File: src/include/core_decode_consts.vh
// Constants for the move / return instruction decoder
`ifndef CORE_DECODE_CONSTS_VH
`define CORE_DECODE_CONSTS_VH

// ----------------------------------------
// Instruction word layout
// ----------------------------------------
`define INSN_WIDTH        14
`define LIT_MSB           7
`define FADDR_MSB         6
`define STORE_BIT         7

// ----------------------------------------
// Opcode patterns
// ----------------------------------------
`define LIT_TOP_PAT       4'hc
`define CLR_TOP_PAT       7'h00
`define IRET_LOW          7'h09
`define OPTLOAD_LOW       7'h62
`define NOP_MASK          14'h3f9f

// ----------------------------------------
// Reset values
// ----------------------------------------
`define ACC_RST           8'h00
`define OPTION_RST        8'hff
`define IRQCTL_RST        8'h00
`define PC_RST            13'h0000
`define GIE_BIT           7

// ----------------------------------------
// Timing
// ----------------------------------------
`define IRET_CYCLES       2

`endif
File: src/hdl/core_move_return_decode.v
// Decode and execute for literal load, store, no-op, interrupt return, option load
//
// How it works
// RL1: 11_00xx opcode loads literal into accumulator
// RL2: 00_0000_1fff_ffff stores accumulator to file register
// RL3: Interrupt return pops stack, sets enable, two cycles
// RL4: Legacy opcode copies accumulator into option register
// RL5: No-op only advances the program counter
`timescale 1ns/1ps
`include "core_decode_consts.vh"

module core_move_return_decode #(
	parameter PC_WIDTH = 13
) (
	// Clock and reset
	input  wire                ref_clk,
	input  wire                reset_n,
	// Program memory
	input  wire [13:0]         insn,
	input  wire                insn_valid,
	// Stack
	input  wire [PC_WIDTH-1:0] stack_top,
	output reg                 stack_pop,
	// File register bus
	output reg                 file_we,
	output reg  [6:0]          file_addr,
	output reg  [7:0]          file_wdata,
	input  wire                file_ext_we,
	input  wire                file_ext_is_option,
	input  wire                file_ext_is_irqctl,
	input  wire [7:0]          file_ext_wdata,
	// Core state
	output wire [7:0]          acc,
	output wire [7:0]          option_reg,
	output wire [7:0]          irq_control_reg,
	output wire                global_irq_enable,
	output wire [PC_WIDTH-1:0] pc,
	output wire                busy,
	output wire                flags_we
);

	// ----------------------------------------
	// Decode
	// ----------------------------------------
	wire is_lit;
	wire is_store;
	wire is_iret;
	wire is_optload;
	wire is_nop;

	opcode_classify u_classify (
		.insn       (insn),
		.is_lit     (is_lit),
		.is_store   (is_store),
		.is_iret    (is_iret),
		.is_optload (is_optload),
		.is_nop     (is_nop)
	);

	// ----------------------------------------
	// Sequencer
	// ----------------------------------------
	localparam [1:0] ST_RUN   = 2'b01;
	localparam [1:0] ST_FLUSH = 2'b10;

	reg  [1:0]          state_q;
	reg  [1:0]          state_d;
	reg  [7:0]          acc_q;
	reg  [7:0]          option_q;
	reg  [7:0]          irqctl_q;
	reg  [PC_WIDTH-1:0] pc_q;

	wire run  = (state_q == ST_RUN) && insn_valid;

	always @* begin
		case (state_q)
			ST_RUN:   state_d = (run && is_iret) ? ST_FLUSH : ST_RUN; // [RL3]
			ST_FLUSH: state_d = ST_RUN;
			default:  state_d = ST_RUN;
		endcase
	end

	// ----------------------------------------
	// Instruction class
	// ----------------------------------------
	// Classes never overlap, so one plain case picks the action
	localparam [4:0] CL_LIT     = 5'h01;
	localparam [4:0] CL_STORE   = 5'h02;
	localparam [4:0] CL_IRET    = 5'h04;
	localparam [4:0] CL_OPTLOAD = 5'h08;
	localparam [4:0] CL_NOP     = 5'h10;

	localparam [PC_WIDTH-1:0] PC_ONE = {{(PC_WIDTH-1){1'b0}}, 1'b1};

	wire [4:0] op_class;
	wire       iret_take;
	wire       opt_wr;
	wire       ctl_wr;

	assign op_class  = {is_nop, is_optload, is_iret, is_store, is_lit};
	assign iret_take = run && is_iret;
	// Plain file writes reach both registers; execution overrides them
	assign opt_wr    = file_ext_we && file_ext_is_option;
	assign ctl_wr    = file_ext_we && file_ext_is_irqctl;

	// ----------------------------------------
	// Next values
	// ----------------------------------------
	reg  [7:0]          acc_d;
	reg  [7:0]          option_d;
	reg  [PC_WIDTH-1:0] pc_d;
	reg                 stack_pop_d;
	reg                 file_we_d;
	reg  [6:0]          file_addr_d;
	reg  [7:0]          file_wdata_d;

	always @* begin
		acc_d        = acc_q;
		option_d     = opt_wr ? file_ext_wdata : option_q; // [RL4]
		pc_d         = pc_q;
		stack_pop_d  = 1'b0;
		file_we_d    = 1'b0;
		// Address and data hold after the strobe for a slow file port
		file_addr_d  = file_addr;
		file_wdata_d = file_wdata;
		if (run) begin
			pc_d = pc_q + PC_ONE; // [RL5]
			case (op_class)
				CL_LIT: begin
					acc_d = insn[`LIT_MSB:0]; // [RL1]
				end
				CL_STORE: begin
					file_we_d    = 1'b1; // [RL2]
					file_addr_d  = insn[`FADDR_MSB:0];
					file_wdata_d = acc_q;
				end
				CL_IRET: begin
					pc_d        = stack_top; // [RL3]
					stack_pop_d = 1'b1;
				end
				CL_OPTLOAD: begin
					option_d = acc_q; // [RL4]
				end
				CL_NOP: begin
					// Counter advance above is all it does
				end
				default: begin
					// Opcodes handled elsewhere only move the counter here
				end
			endcase
		end
	end

	// ----------------------------------------
	// Interrupt control register
	// ----------------------------------------
	// Each bit follows the file port or holds; interrupt return also sets the enable bit
	wire [7:0] irqctl_d;
	genvar     b;

	generate
		for (b = 0; b < 8; b = b + 1) begin : g_irqctl
			if (b == `GIE_BIT) begin : g_gie
				// Set wins over a software clear landing on the same edge
				assign irqctl_d[b] = iret_take | (ctl_wr ? file_ext_wdata[b] : irqctl_q[b]); // [RL3]
			end else begin : g_other
				assign irqctl_d[b] = ctl_wr ? file_ext_wdata[b] : irqctl_q[b];
			end
		end
	endgenerate

	// ----------------------------------------
	// Registers
	// ----------------------------------------
	always @(posedge ref_clk or negedge reset_n) begin
		if (!reset_n) begin
			state_q <= ST_RUN;
		end else begin
			state_q <= state_d; // [RL3]
		end
	end

	always @(posedge ref_clk or negedge reset_n) begin
		if (!reset_n) begin
			acc_q    <= `ACC_RST;
			option_q <= `OPTION_RST;
			irqctl_q <= `IRQCTL_RST;
		end else begin
			acc_q    <= acc_d;
			option_q <= option_d;
			irqctl_q <= irqctl_d;
		end
	end

	always @(posedge ref_clk or negedge reset_n) begin
		if (!reset_n) begin
			pc_q      <= `PC_RST;
			stack_pop <= 1'b0;
		end else begin
			pc_q      <= pc_d;
			stack_pop <= stack_pop_d;
		end
	end

	// File port: strobe lasts one cycle, address and data hold
	always @(posedge ref_clk or negedge reset_n) begin
		if (!reset_n) begin
			file_we    <= 1'b0;
			file_addr  <= 7'h00;
			file_wdata <= 8'h00;
		end else begin
			file_we    <= file_we_d;
			file_addr  <= file_addr_d;
			file_wdata <= file_wdata_d;
		end
	end

	// ----------------------------------------
	// Outputs
	// ----------------------------------------
	// None of these instructions touch the status flags
	assign flags_we          = 1'b0; // [RL1] [RL2] [RL3] [RL4] [RL5]
	assign busy              = (state_q == ST_FLUSH);
	assign acc               = acc_q;
	assign option_reg        = option_q;
	assign irq_control_reg   = irqctl_q;
	assign global_irq_enable = irqctl_q[`GIE_BIT];
	assign pc                = pc_q;

endmodule

File: src/hdl/opcode_classify.v
// Combinational opcode classifier for the five handled instructions
`timescale 1ns/1ps
`include "core_decode_consts.vh"

module opcode_classify (
	// Instruction word
	input  wire [13:0] insn,
	// One-hot class outputs
	output wire        is_lit,
	output wire        is_store,
	output wire        is_iret,
	output wire        is_optload,
	output wire        is_nop
);

	assign is_lit     = (insn[13:10] == `LIT_TOP_PAT);
	assign is_store   = (insn[13:8] == 6'h00) && insn[`STORE_BIT];
	assign is_iret    = (insn[13:7] == `CLR_TOP_PAT) && (insn[6:0] == `IRET_LOW);
	assign is_optload = (insn[13:7] == `CLR_TOP_PAT) && (insn[6:0] == `OPTLOAD_LOW);
	// Bits 5 and 6 are don't-care
	assign is_nop     = ((insn & `NOP_MASK) == 14'h0000);

endmodule

File: config.mk
export PLATFORM = sky130hd
export DESIGN_NAME = core_move_return_decode
export DESIGN_NICKNAME = d
export VERILOG_FILES = /design/src/hdl/core_move_return_decode.v /design/src/hdl/opcode_classify.v
export VERILOG_INCLUDE_DIRS = /design/src /design/src/include
export SDC_FILE = /design/constraint.sdc
export NUM_CORES = 1
export LEC_CHECK = 0
export BUFFER_PORTS_ARGS = -buffer_cell sky130_fd_sc_hd__buf_2
export CAP_MARGIN = 20
export CORE_ASPECT_RATIO = 0.75
export CORE_UTILIZATION = 49
export DETAILED_ROUTE_END_ITERATION = 10
export PLACE_DENSITY_LB_ADDON = 0.15
export SKIP_LAST_GASP = 1
export SLEW_MARGIN = 20
export SYNTH_ARGS = -nofsm -noshare
export SYNTH_HDL_FRONTEND = slang
export SYNTH_SLANG_ARGS = --single-unit
export TNS_END_PERCENT = 30
File: constraint.sdc
create_clock -name ref_clk -period 2.1 [get_ports ref_clk]
set_clock_uncertainty 0.15 [all_clocks]
set_input_delay 0.21 -clock ref_clk [delete_from_list [all_inputs] [get_ports ref_clk]]
set_output_delay 0.21 -clock ref_clk [all_outputs]
set_load 0.005 [all_outputs]
======== Word-level counts from Yosys, hierarchy flattened ========
Cells that the tools add are included.
operators by class
  add/sub/neg operators ................... 1
  eq/ne operators ......................... 9
  mux-type cells .......................... 11
  bitwise gates (word level) .............. 1
  reduce and logical (&&, ||, !) cells .... 12
operators by type and width
  cell                     count
  $mux W8                  3
  $logic_not A14 Y1        1
  $add A13 B1 Y13 const B  1
  $mux W13                 1
  $eq A7 B4 Y1 const B     1
  $eq A7 B7 Y1 const B     1
  $logic_and A1 B1 Y1      7
  $logic_not A7 Y1         1
  $logic_not A6 Y1         1
  $eq A5 B1 Y1 const B     1
  $eq A5 B2 Y1 const B     1
  $eq A5 B3 Y1 const B     1
  $eq A5 B4 Y1 const B     1
  $mux W1                  5
  $eq A4 B4 Y1 const B     1
  $mux W2                  2
  $reduce_and A2 Y1        2
  $eq A2 B1 Y1 const B     1
  $eq A2 B2 Y1 const B     1
  $or A1 B1 Y1             1
word-level totals
  flip-flop bits (word level) ............. 56
  word-level logic and storage cells ...... 44

======== Logic depth before layout (Yosys ltp) ========
  depth after elaboration ................. 5
  gate-level depth with buffers ........... 7
  mapped depth without buffers ............ 6

======== Modules after synthesis ========
From an unflattened synthesis, not the netlist that was laid out.
unflattened totals
  cell total of the unflattened synthesis .. 227
  area, all modules ....................... 2638.8 sq um
modules (own cells, without submodules)
  module                   instances  cells each  area each (sq um)  sequential area each (sq um)
  core_move_return_decode  1          215         2547.4             1412.6
  opcode_classify          1          12          91.3               0.0

======== Worst setup path before layout ========
OpenSTA, ideal clock, no wires.
  kind .................................... register to register
  start ................................... register state_q[0]
  end ..................................... register file_addr[0]
  arrival ................................. 1497 ps
  data required time ...................... 1825 ps
  setup slack ............................. 327 ps
  stages on the path, launching flop included .. 6
  period minus slack after synthesis ...... 1773 ps
  cells stage by stage .................... dfstp_2 > nand3b_4 > a31oi_2 > nand3_4 > buf_6 > mux2_4
on the way
  word-level cells in the longest chain between the ends .. 3
ends and longest elaborated chain
  item                         line                           source
  from (decl)                  core_move_return_decode.v:66   reg [1:0] state_q;
  from (signal assigned)       core_move_return_decode.v:179  state_q <= state_d;
  $eq A2 B1 Y1                 core_move_return_decode.v:73   wire run = (state_q == ST_RUN) && insn_valid;
  $logic_and A1 B1 Y1          core_move_return_decode.v:73
  $reduce_and A2 Y1 (no line)  --
  to (signal assigned)         core_move_return_decode.v:213  file_addr <= file_addr_d;
  to (decl)                    core_move_return_decode.v:26   output reg [6:0] file_addr,
No other way between the ends.
A chain may end at the register's enable or synchronous reset.

======== Worst setup path after layout ========
  start ................................... register state_q[0]
  end ..................................... register file_addr[6]
Same word-level chain as after synthesis.

==> flow_summary.ini <==
[setup_path]
path_cells = nand3b_4 > a31oi_2 > nand3_4 > mux2_4
slowest_delay_ns = 0.59
critPathTopFamily = flip-flops
crit_fanout = 15
rrSetupSlack_ns = 0.22
critPathBufInv = 0
cp_data_required_time_ns = 2.14
endpoint_kind = flop
crit_type = reg -> reg
crit_path_top_delay_cell = dfstp_2
arrival_ns = 1.92
start_kind = flop

[route]
drc = 0
routed_wl_microns = 5930
vias = 2056
via_per_inst = 5.05
wl_per_cell_microns = 14.6
antenna_left = 0
drtIter0Drc = 100
dr.pass1.iters = 4

[sta]
finalCritPeriodShare_pct = 89.5
min_period_ns = 1.88
drv_slew = 0
rsz0062_at_grt = false
setup_viol = 0
finalSetupTns_ns = 0
max_freq_mhz = 532
finalHoldViolCount = 0
tightestPinTransition_ns = 0.684
slew_headroom_pct = 54.4

[clock_network]
cts_tree = yes
clkTransAtPathRegs_ns = 0.11
clockRootBuffer = clkbuf_8
clock_path_buffers = 2
cts_num_sinks = 56
htree_levels = 2
clk_latency_ns = 0.32
cts_buffers = 5

[logic_synthesis]
synth_simple_gate_area_share_pct = 16.1
yosysMostFrequentCell = dfrtp_1
synth_common_cells = dfrtp_1, a21oi_1, mux2_2
seq_area_frac_synth_pct = 52.8
synth_compound_area_share_pct = 9.68
yosysTopAreaCell = dfrtp_1
synth.distinct_cells = 38
synth_area_leaders = dfrtp_1, dfstp_2, mux2_2
ys.flop_type = dfrtp_1
synth_top_area_share_pct = 43.9
synthCells = 231
muxShareOfSynthArea_pct = 17.4
synth_top_family_by_area = multiplexers
async_flop_share_pct = 100
synth_edf_count = 0
ys_ff_latch = 56
yosys_warnings = 0
synth_area_sq_mm = 0.00268
synth_area_per_cell_sq_um = 11.6
synth_fa_ha_area_share_pct = 0.468
synth-xor-area-share_pct = 0
synth_nets = 273

[global_routing]
grt_pass1_wl_microns = 9200
grt_max_degree = 57
grt_usage_pct = 21.5
grt_pass1_vias = 1828
antenna_found_initial = 0
overflow = 0

[power]
p_sw_uw = 750
powerDensity_mw_per_mm2 = 782
pwr-share-comb_pct = 20.2
ir_drop_uv = 472
p_leak_uw = 0.00175
seq_power_share_pct = 52.7
internal-power_uw = 1900
clkPwrFrac_pct = 27.0
switching_share_pct = 28.3

[outcome]
status = finished clean

[die]
fp.dieArea_sq_mm = 0.00576
core.rowCount = 22
start_util_pct = 52.8
chipHeight_microns = 66.0
dieWidth_microns = 87.3
ioPinCount = 98
coreArea_sq_mm = 0.00506

[cells_and_area]
nets = 376
area_growth_pct = 26.6
final_layout_size_suffix_gt1_share_pct = 48.4
fillers = 449
largest_reg_flops = 13
antenna_cells = 0
finalNonFillerCells = 407

[place]
place.port_buffers = 96
dp_hpwl_microns = 4250
dp.cells = 391
routabilityCongestion = 0.828

[hold_path]
hold_class = in -> reg

[flow_run]
cap_violations = 0
==> per-stage QoR <==
stage / total power (uW) / hold WS [ns] / cell area (sq um) / util [%] / setup WS (ns)
2_1_floorplan: 1650 / -0.236 / 2680 / - / 0.327
3_3_place_gp: 1930 / 0.240 / 3200 / 63.1 / 0.300
3_5_place_dp: 1940 / 0.230 / 3200 / 63.1 / 0.252
4_1_cts: 2670 / 0.00771 / 3390 / 66.9 / 0.231
5_1_grt: 2800 / 0.0137 / 3390 / 66.9 / 0.0835
6_report: 2650 / 0.00823 / 3390 / 66.9 / 0.221
==> final cells by class <==
class / count / area (sq um) / share of cell area, %
clock buffer: 6 / 72.6 / 2.14
clock inverter: 2 / 38.8 / 1.15
inverter: 3 / 11.3 / 0.332
multi-input combinational: 160 / 1170 / 34.6
sequential: 56 / 1410 / 41.7
tap: 72 / 90.1 / 2.66
timing repair buffer: 108 / 591 / 17.4
==> final timing paths <==
path                                     from            endpoint  depth (start not counted)
max                                state_q[0]        file_addr[6]                          4
min                        file_ext_is_irqctl  irq_control_reg[7]                          3
max reg2reg                        state_q[0]        file_addr[6]                          4
min reg2reg                irq_control_reg[4]  irq_control_reg[4]                          1
max in group asynchronous             reset_n       file_wdata[6]                          3
min in group asynchronous             reset_n               pc[1]                          3
==> cells by family (layout without fill, tap and decap cells) <==
group / Yosys count / count (layout)
AOI/OAI and AO/OA: 45 / 45
other: 1 / 1
buffers and inverters: 15 / 119
and+or+nand+nor: 74 / 74
DFF: 56 / 56
muxes: 39 / 39
adders and majority gates: 1 / 1
==> power groups by stage <==
stage	clock network [uW]	logic [uW]	registers, uW
global route	781	597	1420
detailed placement	0	528	1420
finish	716	536	1400
floorplan	0	247	1400
global placement	0	516	1410
CTS	726	543	1400
==> layer usage <==
layer  part of all wire [%]  global-route usage, %  vias to the layer above
met2                     41                   29.8                       70
met5                      0                      0                        -
li1                       -                      -                     1029
met1                     52                   33.3                      949
met3                    6.2                   4.37                        8
met4                    1.2                   6.76                        0
==> worst reg2reg max path: stages, from the launching register on <==
cell,delay (ns)
dfstp_2,0.59
nand3b_4,0.09
a31oi_2,0.26
nand3_4,0.29
mux2_4,0.39
==> repair_timing <==
action,4_1_cts,5_1_grt
buffers inserted,0,0
endpoints found under the hold margin,54,0
resized for setup,0,0
hold buffers,8,0
==> layout by cell type (no fill, tap or decap), types with 8 or more instances in the layout <==
cell type and count:
mux2_4 10, mux2i_1 9, dfstp_2 9, mux2_2 20
nor2_1 18, nand2_1 14, a21oi_1 22, nand3_1 11
dlygate4sd3_1 8, buf_2 96, dfrtp_1 47, o21ai_0 9
Power figures use the tool's default switching activity.
